==> src/logic/rfbc_pkg.sv <==
// package of register map, field layout, reset values and timing for rfbc
package rfbc_pkg;

  localparam int unsigned ADDR_W = 6;
  localparam int unsigned DATA_W = 16;

  localparam logic [5:0] TX_CTRL_ADDR  = 6'h15;
  localparam logic [5:0] RX_CTRL0_ADDR = 6'h16;
  localparam logic [5:0] RX_CTRL1_ADDR = 6'h17;

  localparam logic [15:0] TX_CTRL_RESET  = 16'hA0FF;
  localparam logic [15:0] RX_CTRL0_RESET = 16'h12E5;
  localparam logic [15:0] RX_CTRL1_RESET = 16'h0A56;

  // reserved bit masks: tx bit 5 reads back one, rx 15:14 read zero
  localparam logic [15:0] TX_CTRL_FIXED1 = 16'h0020;
  localparam logic [15:0] RX_CTRL_MASK   = 16'h3FFF;

  localparam int unsigned TX_BUF_MSB   = 15;
  localparam int unsigned TX_DELAY_BIT = 13;

  // turnaround times, clock rate and counter width
  localparam int unsigned CLK_MHZ          = 40;
  localparam int unsigned TURN_SHORT_US    = 128;
  localparam int unsigned TURN_LONG_US     = 192;
  localparam int unsigned TURN_SHORT_CYC   = TURN_SHORT_US * CLK_MHZ;
  localparam int unsigned TURN_LONG_CYC    = TURN_LONG_US * CLK_MHZ;
  localparam int unsigned TURN_CNT_W       = 13;

  typedef enum logic [1:0] {
    GAIN_HIGH,
    GAIN_MED,
    GAIN_LOW
  } rfbc_gain_t;

  typedef enum logic [1:0] {
    TX_IDLE,
    TX_WAIT,
    TX_ON
  } rfbc_txst_t;

  typedef struct packed {
    logic [1:0] tx_mixer_buffer_bias;
    logic [1:0] tx_mixer_varactor_select;
    logic [1:0] tx_mixer_current_select;
    logic [2:0] power_amp_current_adjust;
    logic [4:0] output_power_level;
  } rfbc_tx_bias_t;

  typedef struct packed {
    logic [1:0] rx_mixer_buffer_bias;
    logic [1:0] amp_comp_current;
    logic [1:0] amp_main_current;
    logic       amp_reduced_gain;
    logic       mixer_boost;
    logic       bandpass_bias_reduce;
    logic       bandpass_bias_mid_select;
    logic [1:0] amp_varactor_select;
    logic [1:0] rx_mixer_output_current;
    logic [1:0] rx_mixer_common_mode_level;
    logic [1:0] rx_mixer_current_select;
  } rfbc_rx_bias_t;

  typedef struct packed {
    logic [15:0]            tx_ctrl;
    logic [15:0]            rx_ctrl0;
    logic [15:0]            rx_ctrl1;
    rfbc_txst_t             tx_state;
    logic [TURN_CNT_W-1:0]  turn_cnt;
    logic [15:0]            rdata;
  } rfbc_state_t;

endpackage : rfbc_pkg

==> src/logic/rfbc_regs.sv <==
// transmit and receive bias control register bank with turnaround timer
`timescale 1ns/1ps

module rfbc_regs #(
  parameter int unsigned SHORT_CYC = rfbc_pkg::TURN_SHORT_CYC,
  parameter int unsigned LONG_CYC  = rfbc_pkg::TURN_LONG_CYC
) (
  input  wire logic                        clock_in,
  input  wire logic                        resetn_in,
  input  wire logic [rfbc_pkg::ADDR_W-1:0] reg_addr_in,
  input  wire logic                        reg_write_in,
  input  wire logic                        reg_read_in,
  input  wire logic [rfbc_pkg::DATA_W-1:0] reg_wdata_in,
  input  wire logic                        start_transmit_command_in,
  input  wire rfbc_pkg::rfbc_gain_t        agc_step_in,
  output logic      [rfbc_pkg::DATA_W-1:0] reg_rdata_out,
  output logic                             tx_enable_out,
  output logic                             tx_waiting_out,
  output rfbc_pkg::rfbc_tx_bias_t          tx_bias_out,
  output rfbc_pkg::rfbc_rx_bias_t          rx_bias_out
);
  import rfbc_pkg::*;

  if (SHORT_CYC < 1 || LONG_CYC < SHORT_CYC ||
      LONG_CYC >= (1 << TURN_CNT_W)) begin : g_bad_counts
    $error("rfbc_regs: turnaround counts out of range");
  end

  ////////////////////////////////////////////////////////////////////////////
  // reset release
  logic [1:0] rst_sync_reg;
  logic       rst_n;

  always_ff @(posedge clock_in or negedge resetn_in) begin
    if (!resetn_in) begin
      rst_sync_reg <= 2'h0;
    end else begin
      rst_sync_reg <= {rst_sync_reg[0], 1'b1};
    end
  end
  assign rst_n = rst_sync_reg[1];

  ////////////////////////////////////////////////////////////////////////////
  // helpers
  function automatic logic [1:0] pick2(input rfbc_gain_t g,
                                       input logic [1:0] hi,
                                       input logic [1:0] md,
                                       input logic [1:0] lo);
    case (g)
      GAIN_HIGH: pick2 = hi;
      GAIN_MED:  pick2 = md;
      default:   pick2 = lo;
    endcase
  endfunction : pick2

  function automatic logic [TURN_CNT_W-1:0] turn_load(input logic sel);
    // count of cycles left after the command edge
    if (sel) begin
      turn_load = TURN_CNT_W'(LONG_CYC - 1);
    end else begin
      turn_load = TURN_CNT_W'(SHORT_CYC - 1);
    end
  endfunction : turn_load

  ////////////////////////////////////////////////////////////////////////////
  // state
  rfbc_state_t s_reg;
  rfbc_state_t s_next;

  always_comb begin
    s_next = s_reg;
    s_next.rdata = 16'h0000;
    if (reg_write_in) begin
      case (reg_addr_in)
        TX_CTRL_ADDR:  s_next.tx_ctrl  = reg_wdata_in;
        RX_CTRL0_ADDR: s_next.rx_ctrl0 = reg_wdata_in & RX_CTRL_MASK;
        RX_CTRL1_ADDR: s_next.rx_ctrl1 = reg_wdata_in & RX_CTRL_MASK;
        default: ;
      endcase
    end
    // bit 5 is held at one whatever is written, so a careless write is safe
    s_next.tx_ctrl = s_next.tx_ctrl | TX_CTRL_FIXED1;
    if (reg_read_in) begin
      case (reg_addr_in)
        TX_CTRL_ADDR:  s_next.rdata = s_reg.tx_ctrl;
        RX_CTRL0_ADDR: s_next.rdata = s_reg.rx_ctrl0;
        RX_CTRL1_ADDR: s_next.rdata = s_reg.rx_ctrl1;
        default:       s_next.rdata = 16'h0000;
      endcase
    end
    // delay is latched at the command; a later rewrite does not stretch it
    case (s_reg.tx_state)
      TX_IDLE: begin
        if (start_transmit_command_in) begin
          s_next.tx_state = TX_WAIT;
          s_next.turn_cnt = turn_load(s_reg.tx_ctrl[TX_DELAY_BIT]);
        end
      end
      TX_WAIT: begin
        if (s_reg.turn_cnt == '0) begin
          s_next.tx_state = TX_ON;
        end else begin
          s_next.turn_cnt = s_reg.turn_cnt - 1'b1;
        end
      end
      TX_ON: begin
        if (start_transmit_command_in) begin
          s_next.tx_state = TX_WAIT;
          s_next.turn_cnt = turn_load(s_reg.tx_ctrl[TX_DELAY_BIT]);
        end
      end
      default: s_next.tx_state = TX_IDLE;
    endcase
  end

  always_ff @(posedge clock_in or negedge rst_n) begin
    if (!rst_n) begin
      s_reg.tx_ctrl  <= TX_CTRL_RESET;
      s_reg.rx_ctrl0 <= RX_CTRL0_RESET;
      s_reg.rx_ctrl1 <= RX_CTRL1_RESET;
      s_reg.tx_state <= TX_IDLE;
      s_reg.turn_cnt <= '0;
      s_reg.rdata    <= 16'h0000;
    end else begin
      s_reg <= s_next;
    end
  end

  ////////////////////////////////////////////////////////////////////////////
  // read data and analog control outputs
  assign reg_rdata_out  = s_reg.rdata;
  assign tx_enable_out  = (s_reg.tx_state == TX_ON);
  assign tx_waiting_out = (s_reg.tx_state == TX_WAIT);

  always_comb begin
    tx_bias_out.tx_mixer_buffer_bias     = s_reg.tx_ctrl[15:14];
    tx_bias_out.tx_mixer_varactor_select = s_reg.tx_ctrl[12:11];
    tx_bias_out.tx_mixer_current_select  = s_reg.tx_ctrl[10:9];
    tx_bias_out.power_amp_current_adjust = s_reg.tx_ctrl[8:6];
    tx_bias_out.output_power_level       = s_reg.tx_ctrl[4:0];
  end

  always_comb begin
    rx_bias_out.rx_mixer_buffer_bias = s_reg.rx_ctrl0[13:12];
    rx_bias_out.amp_comp_current = pick2(agc_step_in,
      s_reg.rx_ctrl0[11:10], s_reg.rx_ctrl0[9:8], s_reg.rx_ctrl0[7:6]);
    rx_bias_out.amp_main_current = pick2(agc_step_in,
      s_reg.rx_ctrl0[5:4], s_reg.rx_ctrl0[3:2], s_reg.rx_ctrl0[1:0]);
    // top step has no reduced-gain bit, bottom step no boost bit
    case (agc_step_in)
      GAIN_HIGH: begin
        rx_bias_out.amp_reduced_gain = 1'b0;
        rx_bias_out.mixer_boost      = s_reg.rx_ctrl1[9];
      end
      GAIN_MED: begin
        rx_bias_out.amp_reduced_gain = s_reg.rx_ctrl1[10];
        rx_bias_out.mixer_boost      = s_reg.rx_ctrl1[8];
      end
      default: begin
        rx_bias_out.amp_reduced_gain = s_reg.rx_ctrl1[11];
        rx_bias_out.mixer_boost      = 1'b0;
      end
    endcase
    rx_bias_out.bandpass_bias_reduce       = s_reg.rx_ctrl1[13];
    rx_bias_out.bandpass_bias_mid_select   = s_reg.rx_ctrl1[12];
    rx_bias_out.amp_varactor_select        = s_reg.rx_ctrl1[7:6];
    rx_bias_out.rx_mixer_output_current    = s_reg.rx_ctrl1[5:4];
    rx_bias_out.rx_mixer_common_mode_level = s_reg.rx_ctrl1[3:2];
    rx_bias_out.rx_mixer_current_select    = s_reg.rx_ctrl1[1:0];
  end
endmodule : rfbc_regs

==> config.mk <==
export PLATFORM = sky130hd
export DESIGN_NAME = rfbc_regs
export DESIGN_NICKNAME = d
export VERILOG_FILES = /design/src/logic/rfbc_pkg.sv /design/src/logic/rfbc_regs.sv
export SDC_FILE = /design/constraint.sdc
export NUM_CORES = 1
export LEC_CHECK = 0
export BUFFER_PORTS_ARGS = -buffer_cell sky130_fd_sc_hd__buf_2
export CAP_MARGIN = 25
export CORE_UTILIZATION = 54
export DETAILED_ROUTE_END_ITERATION = 6
export PLACE_DENSITY = 0.87
export SYNTH_ARGS = -nofsm -noshare
export SYNTH_HDL_FRONTEND = slang
export SYNTH_SLANG_ARGS = --single-unit
==> constraint.sdc <==
create_clock -name clock_in -period 3.3 [get_ports clock_in]
set_clock_uncertainty 0.1 [all_clocks]
set_input_delay 0.825 -clock clock_in [delete_from_list [all_inputs] [get_ports clock_in]]
set_output_delay 0.825 -clock clock_in [all_outputs]
set_load 0.01 [all_outputs]
=== Word level (Yosys, flattened, before mapping) ===
Cells that the tools add are included.

* Register bits after elaboration: 76
* Bits in latches: 0
* Bits in writable memories: 0
* Memory bits (read-only): 0
* Bits of input ports: 29
* Output and inout bits: 50
* Word-level logic and storage cells: 38
* Memories kept: 0

* Add/subtract/negate cells: 1
* $mul: 0
* Div/mod/pow operators: 0
* Magnitude comparators: 0
* Equal/unequal tests: 9
* Shifts and indexed selects: 0
* Muxes and demuxes: 11
* Bitwise logic cells: 0
* Reductions and logical operators: 10

{| class="wikitable"
|+ Operators with widths
! kind !! count
|-
| $pmux 16 s3 || 1
|-
| $pmux 13 s2 || 1
|-
| $eq 6x5->1 const B || 3
|-
| $mux 16 || 1
|-
| $pmux 2 s2 || 4
|-
| $mux 15 || 1
|-
| $logic_not 13->1 || 1
|-
| $mux 13 || 1
|-
| $sub 13x1->13 const B || 1
|-
| $mux 12 || 1
|-
| $reduce_and 2->1 || 4
|-
| $eq 2x1->1 const B || 2
|-
| $logic_not 2->1 || 2
|-
| $ne 2x1->1 const B || 2
|-
| $reduce_and 3->1 || 1
|-
| $eq 2x2->1 const B || 1
|-
| $mux 2 || 1
|-
| $ne 2x2->1 const B || 1
|-
| $reduce_bool 2->1 || 1
|-
| $reduce_or 2->1 || 1
|}

=== Depth between registers and ports, before layout ===
* Depth in word-level cells: 4
* Gate-level depth with buffers: 7
* Gate-level depth less buffers: 6

=== Worst setup path after synthesis ===
OpenSTA, ideal clock, no wires.

* Path kind: input port to output port
* Start: input agc_step_in[0]
* End: output rx_bias_out[12] (netlist bit)
* Arrival: 1.482 ns
* Data required time: 2.375 ns
* Setup slack: 0.893 ns
* Stages: 3
* Buffers on the path: 1
* Path through: clkbuf_1 > mux2i_1 > o21ai_0

{| class="wikitable"
|+ RTL lines
! item !! RTL line !! RTL
|-
| start, declared || rfbc_regs.sv:15 || <nowiki>input wire rfbc_pkg::rfbc_gain_t agc_step_in,</nowiki>
|-
| end, declared || rfbc_regs.sv:20 || <nowiki>output rfbc_pkg::rfbc_rx_bias_t rx_bias_out</nowiki>
|}

=== Worst setup path after layout ===
* Start: input reg_addr_in[3] (netlist bit)
* End: register s_reg (netlist bit rx_bias_out[9])

* Cells in the longest elaborated chain, start to end: 2

{| class="wikitable"
|+ Ends and longest elaborated chain
! item !! RTL line !! RTL
|-
| start, declared || rfbc_regs.sv:10 || <nowiki>input wire logic [rfbc_pkg::ADDR_W-1:0] reg_addr_in,</nowiki>
|-
| $eq 6x5->1 || rfbc_regs.sv:74 || <nowiki>case (reg_addr_in)</nowiki>
|-
| $reduce_and 2->1 (no line) || -- ||
|-
| end signal, assigned || rfbc_regs.sv:125 || <nowiki>s_reg <= s_next;</nowiki>
|-
| end, declared || rfbc_regs.sv:67 || <nowiki>rfbc_state_t s_reg;</nowiki>
|}

No other way between the ends.
A chain may end at the register's enable or synchronous reset.

==> results.yml <==
outcome:
  status: "complete, but fails checks"
  violations: "DRC"
detailed_routing:
  drt_first_pass_iters: 7
  drcViolationCount: 6
  wl_mm: 7.76
  vias_per_cell: 5.84
  ant_nets: 0
  num_vias: 2546
  detail_route.wl_per_cell_um: 17.8
  drtIter0Drc: 192
floorplanning:
  row_count: 29
  fp.dieArea_um2: 7150
  num_io_pins: 79
  fp.coreArea_um2: 6460
  die_h_um: 84.5
  die_w_um: 84.5
  start_util_pct: 57.0
clock_tree:
  cts_made_buffers: 9
  clkTransAtPathRegs_ns: 0.08
  ctsResizeCount: 0
  clock_latency_ns: 0.35
  cts_tree: "built"
  cts.sinks: 76
  cts_max_level: 3
  holdBufCountCts: 0
  cts_buffer_depth: 2
  cts-root-buf: "clkbuf_8"
  postCtsSetupBuffers: 0
place:
  place_hpwl_mm: 5.24
  io_buffer_count: 78
  routabilityCongestion: 0.827
pwr:
  p_leak_nw: 1.93
  power_mw: 2.28
  ir_drop_mv: 0.367
  p_per_area_nw_per_um2: 566
layout:
  largest_reg_flops: 32
  drive_gt1_share_pct: 48.5
  utilization_pct: 62.2
  antenna_cells: 0
  final_nets: 385
  area_growth_pct: 9.25
sta:
  tightest_slew_ns: 0.908
  fmax_mhz: 372
  fin_setup_tns_ns: 0
  hold_violations: 0
  period_share_pct: 81.4
  finalSetupViolations: 0
  rsz0062_at_grt: "false"
  min_period_ns: 2.68
  drv_slew: 0
  slew_headroom_pct: 39.4
global_route:
  overflow: 0
  antenna_found_initial: 0
  grt_pass1_wl_mm: 12.5
  grt_pass1_vias: 2504
  track_usage_pct: 22.8
  grt_max_degree: 75
job:
  maxCapViolations: 0
synthesis:
  yosysSeqAreaShare_pct: 52.4
  synth_edf_count: 0
  netlist_area_um2: 3680
  avgSynthCellArea_um2: 11.6
  syn_inst: 317
  ys_seq_elements: 76
  synthesis.nets: 348
  yosysWarnings: 0
  async_flop_share_pct: 100
  synthFlopType: "dfrtp_1"
  synth.distinct_cells: 49
critical_path:
  cp.arrival_ns: 2.83
  setup.worst_path.start_class: "input port"
  crit_type: "input port to flop"
  critPathCaptureType: "flop"
  crit_required_ns: 3.44
  reg2reg_slack_ns: 1.06
  crit_fanout: 14
min_path:
  hold_path_class: "input port to async pin"
## placed cells by master, fill, tap and decap left out, types with 2 or more instances in the layout
cell type / netlist / final
nand3_1: 10 / 10
and3_1: 4 / 4
inv_1: 7 / 7
nand4_1: 4 / 4
dfrtp_1: 54 / 53
buf_4: 42 / 4
ha_1: 2 / 2
mux2i_1: 7 / 7
o22ai_1: 2 / 2
clkinv_2: 0 / 2
buf_2: 6 / 78
nor3_1: 4 / 4
mux2_2: 43 / 43
dfstp_2: 22 / 22
a21oi_1: 2 / 2
inv_6: 0 / 2
or3_1: 3 / 3
o211ai_1: 3 / 3
nand2_1: 18 / 18
or2_2: 2 / 2
nor2_1: 20 / 20
nand2b_1: 2 / 2
clkbuf_8: 0 / 9
a222oi_1: 13 / 13
nor4_1: 2 / 2
o21ai_0: 12 / 12
## power breakdown
part           internal [mW]  switching [mW]  total [mW]
registers               1.07           0.104        1.18
logic                  0.178           0.208       0.386
clock network          0.353           0.359       0.711
## cell families after synthesis
group                    share of synthesized area [%]
other                                            0.102
adder cells (fa/ha/maj)                          0.680
AO/OA/AOI/OAI                                     8.37
multiplexers                                      15.1
AND/OR/NAND/NOR                                   12.3
flip-flops                                        52.4
buffers and inverters                             11.0
## Yosys cell counts (6+ instances only)
library cell | n | area share [%]
inv_1 | 7 | 0.71
mux2_2 | 43 | 13
nand3_1 | 10 | 1.4
mux2i_1 | 7 | 1.9
a222oi_1 | 13 | 3.5
nor2_1 | 20 | 2.0
nand2_1 | 18 | 1.8
dfstp_2 | 22 | 16
dfrtp_1 | 54 | 37
o21ai_0 | 12 | 1.6
clkbuf_1 | 8 | 0.82
buf_4 | 42 | 8.6
buf_2 | 6 | 0.82
## routing by layer
metal / routed length [µm] / up-vias / GRT usage (%)
met3: 453 / 13 / 4.23
met4: 138 / 0 / 9.71
met1: 3380 / 1265 / 30.1
met5: 0 / - / 0
li1: - / 1180 / -
met2: 3790 / 88 / 37.1
## cell type report
class,instances,area (µm²)
repair buffers,82,420
multi-input cells,177,1340
flip-flops and latches,76,1930
fillers,510,2440
clock buffers,9,124
inverters,8,30.0
clock inverters,7,73.8
well taps,77,96.3
## metrics by stage
stage | instances | hold WS, ns | instance area, µm² | setup WS (ns)
after detailed placement | 420 | 0.235 | 3820 | 0.221
after floorplan | 317 | 0.231 | 3680 | 0.893
after CTS | 436 | 0.127 | 4020 | 0.598
final | 436 | 0.135 | 4020 | 0.615
after global placement | 420 | 0.235 | 3820 | 0.290
after global routing | 436 | 0.127 | 4020 | 0.478
## critical path, stage by stage
cell,delay (ns)
buf_2,0.11
and4bb_2,0.34
and3_1,0.57
nand2_1,0.55
mux2_2,0.43
## worst paths after layout
kind | cells after the start | endpoint | from
max in group asynchronous | 1 | reg_rdata_out[1]$_DFF_PN0_ | rst_sync_reg[1]$_DFF_PN0_
hold / removal | 1 | rst_sync_reg[1]$_DFF_PN0_ | resetn_in
hold reg to reg | 0 | rst_sync_reg[1]$_DFF_PN0_ | rst_sync_reg[0]$_DFF_PN0_
setup / recovery | 5 | rx_bias_out[9]$_DFFE_PN0P_ | reg_addr_in[3]
setup reg to reg | 6 | s_reg[19]$_DFFE_PN0P_ | s_reg[16]$_DFFE_PN0P_
min in group clock_in | 0 | rst_sync_reg[1]$_DFF_PN0_ | rst_sync_reg[0]$_DFF_PN0_
Note: power is estimated with default switching activity, not from simulation.
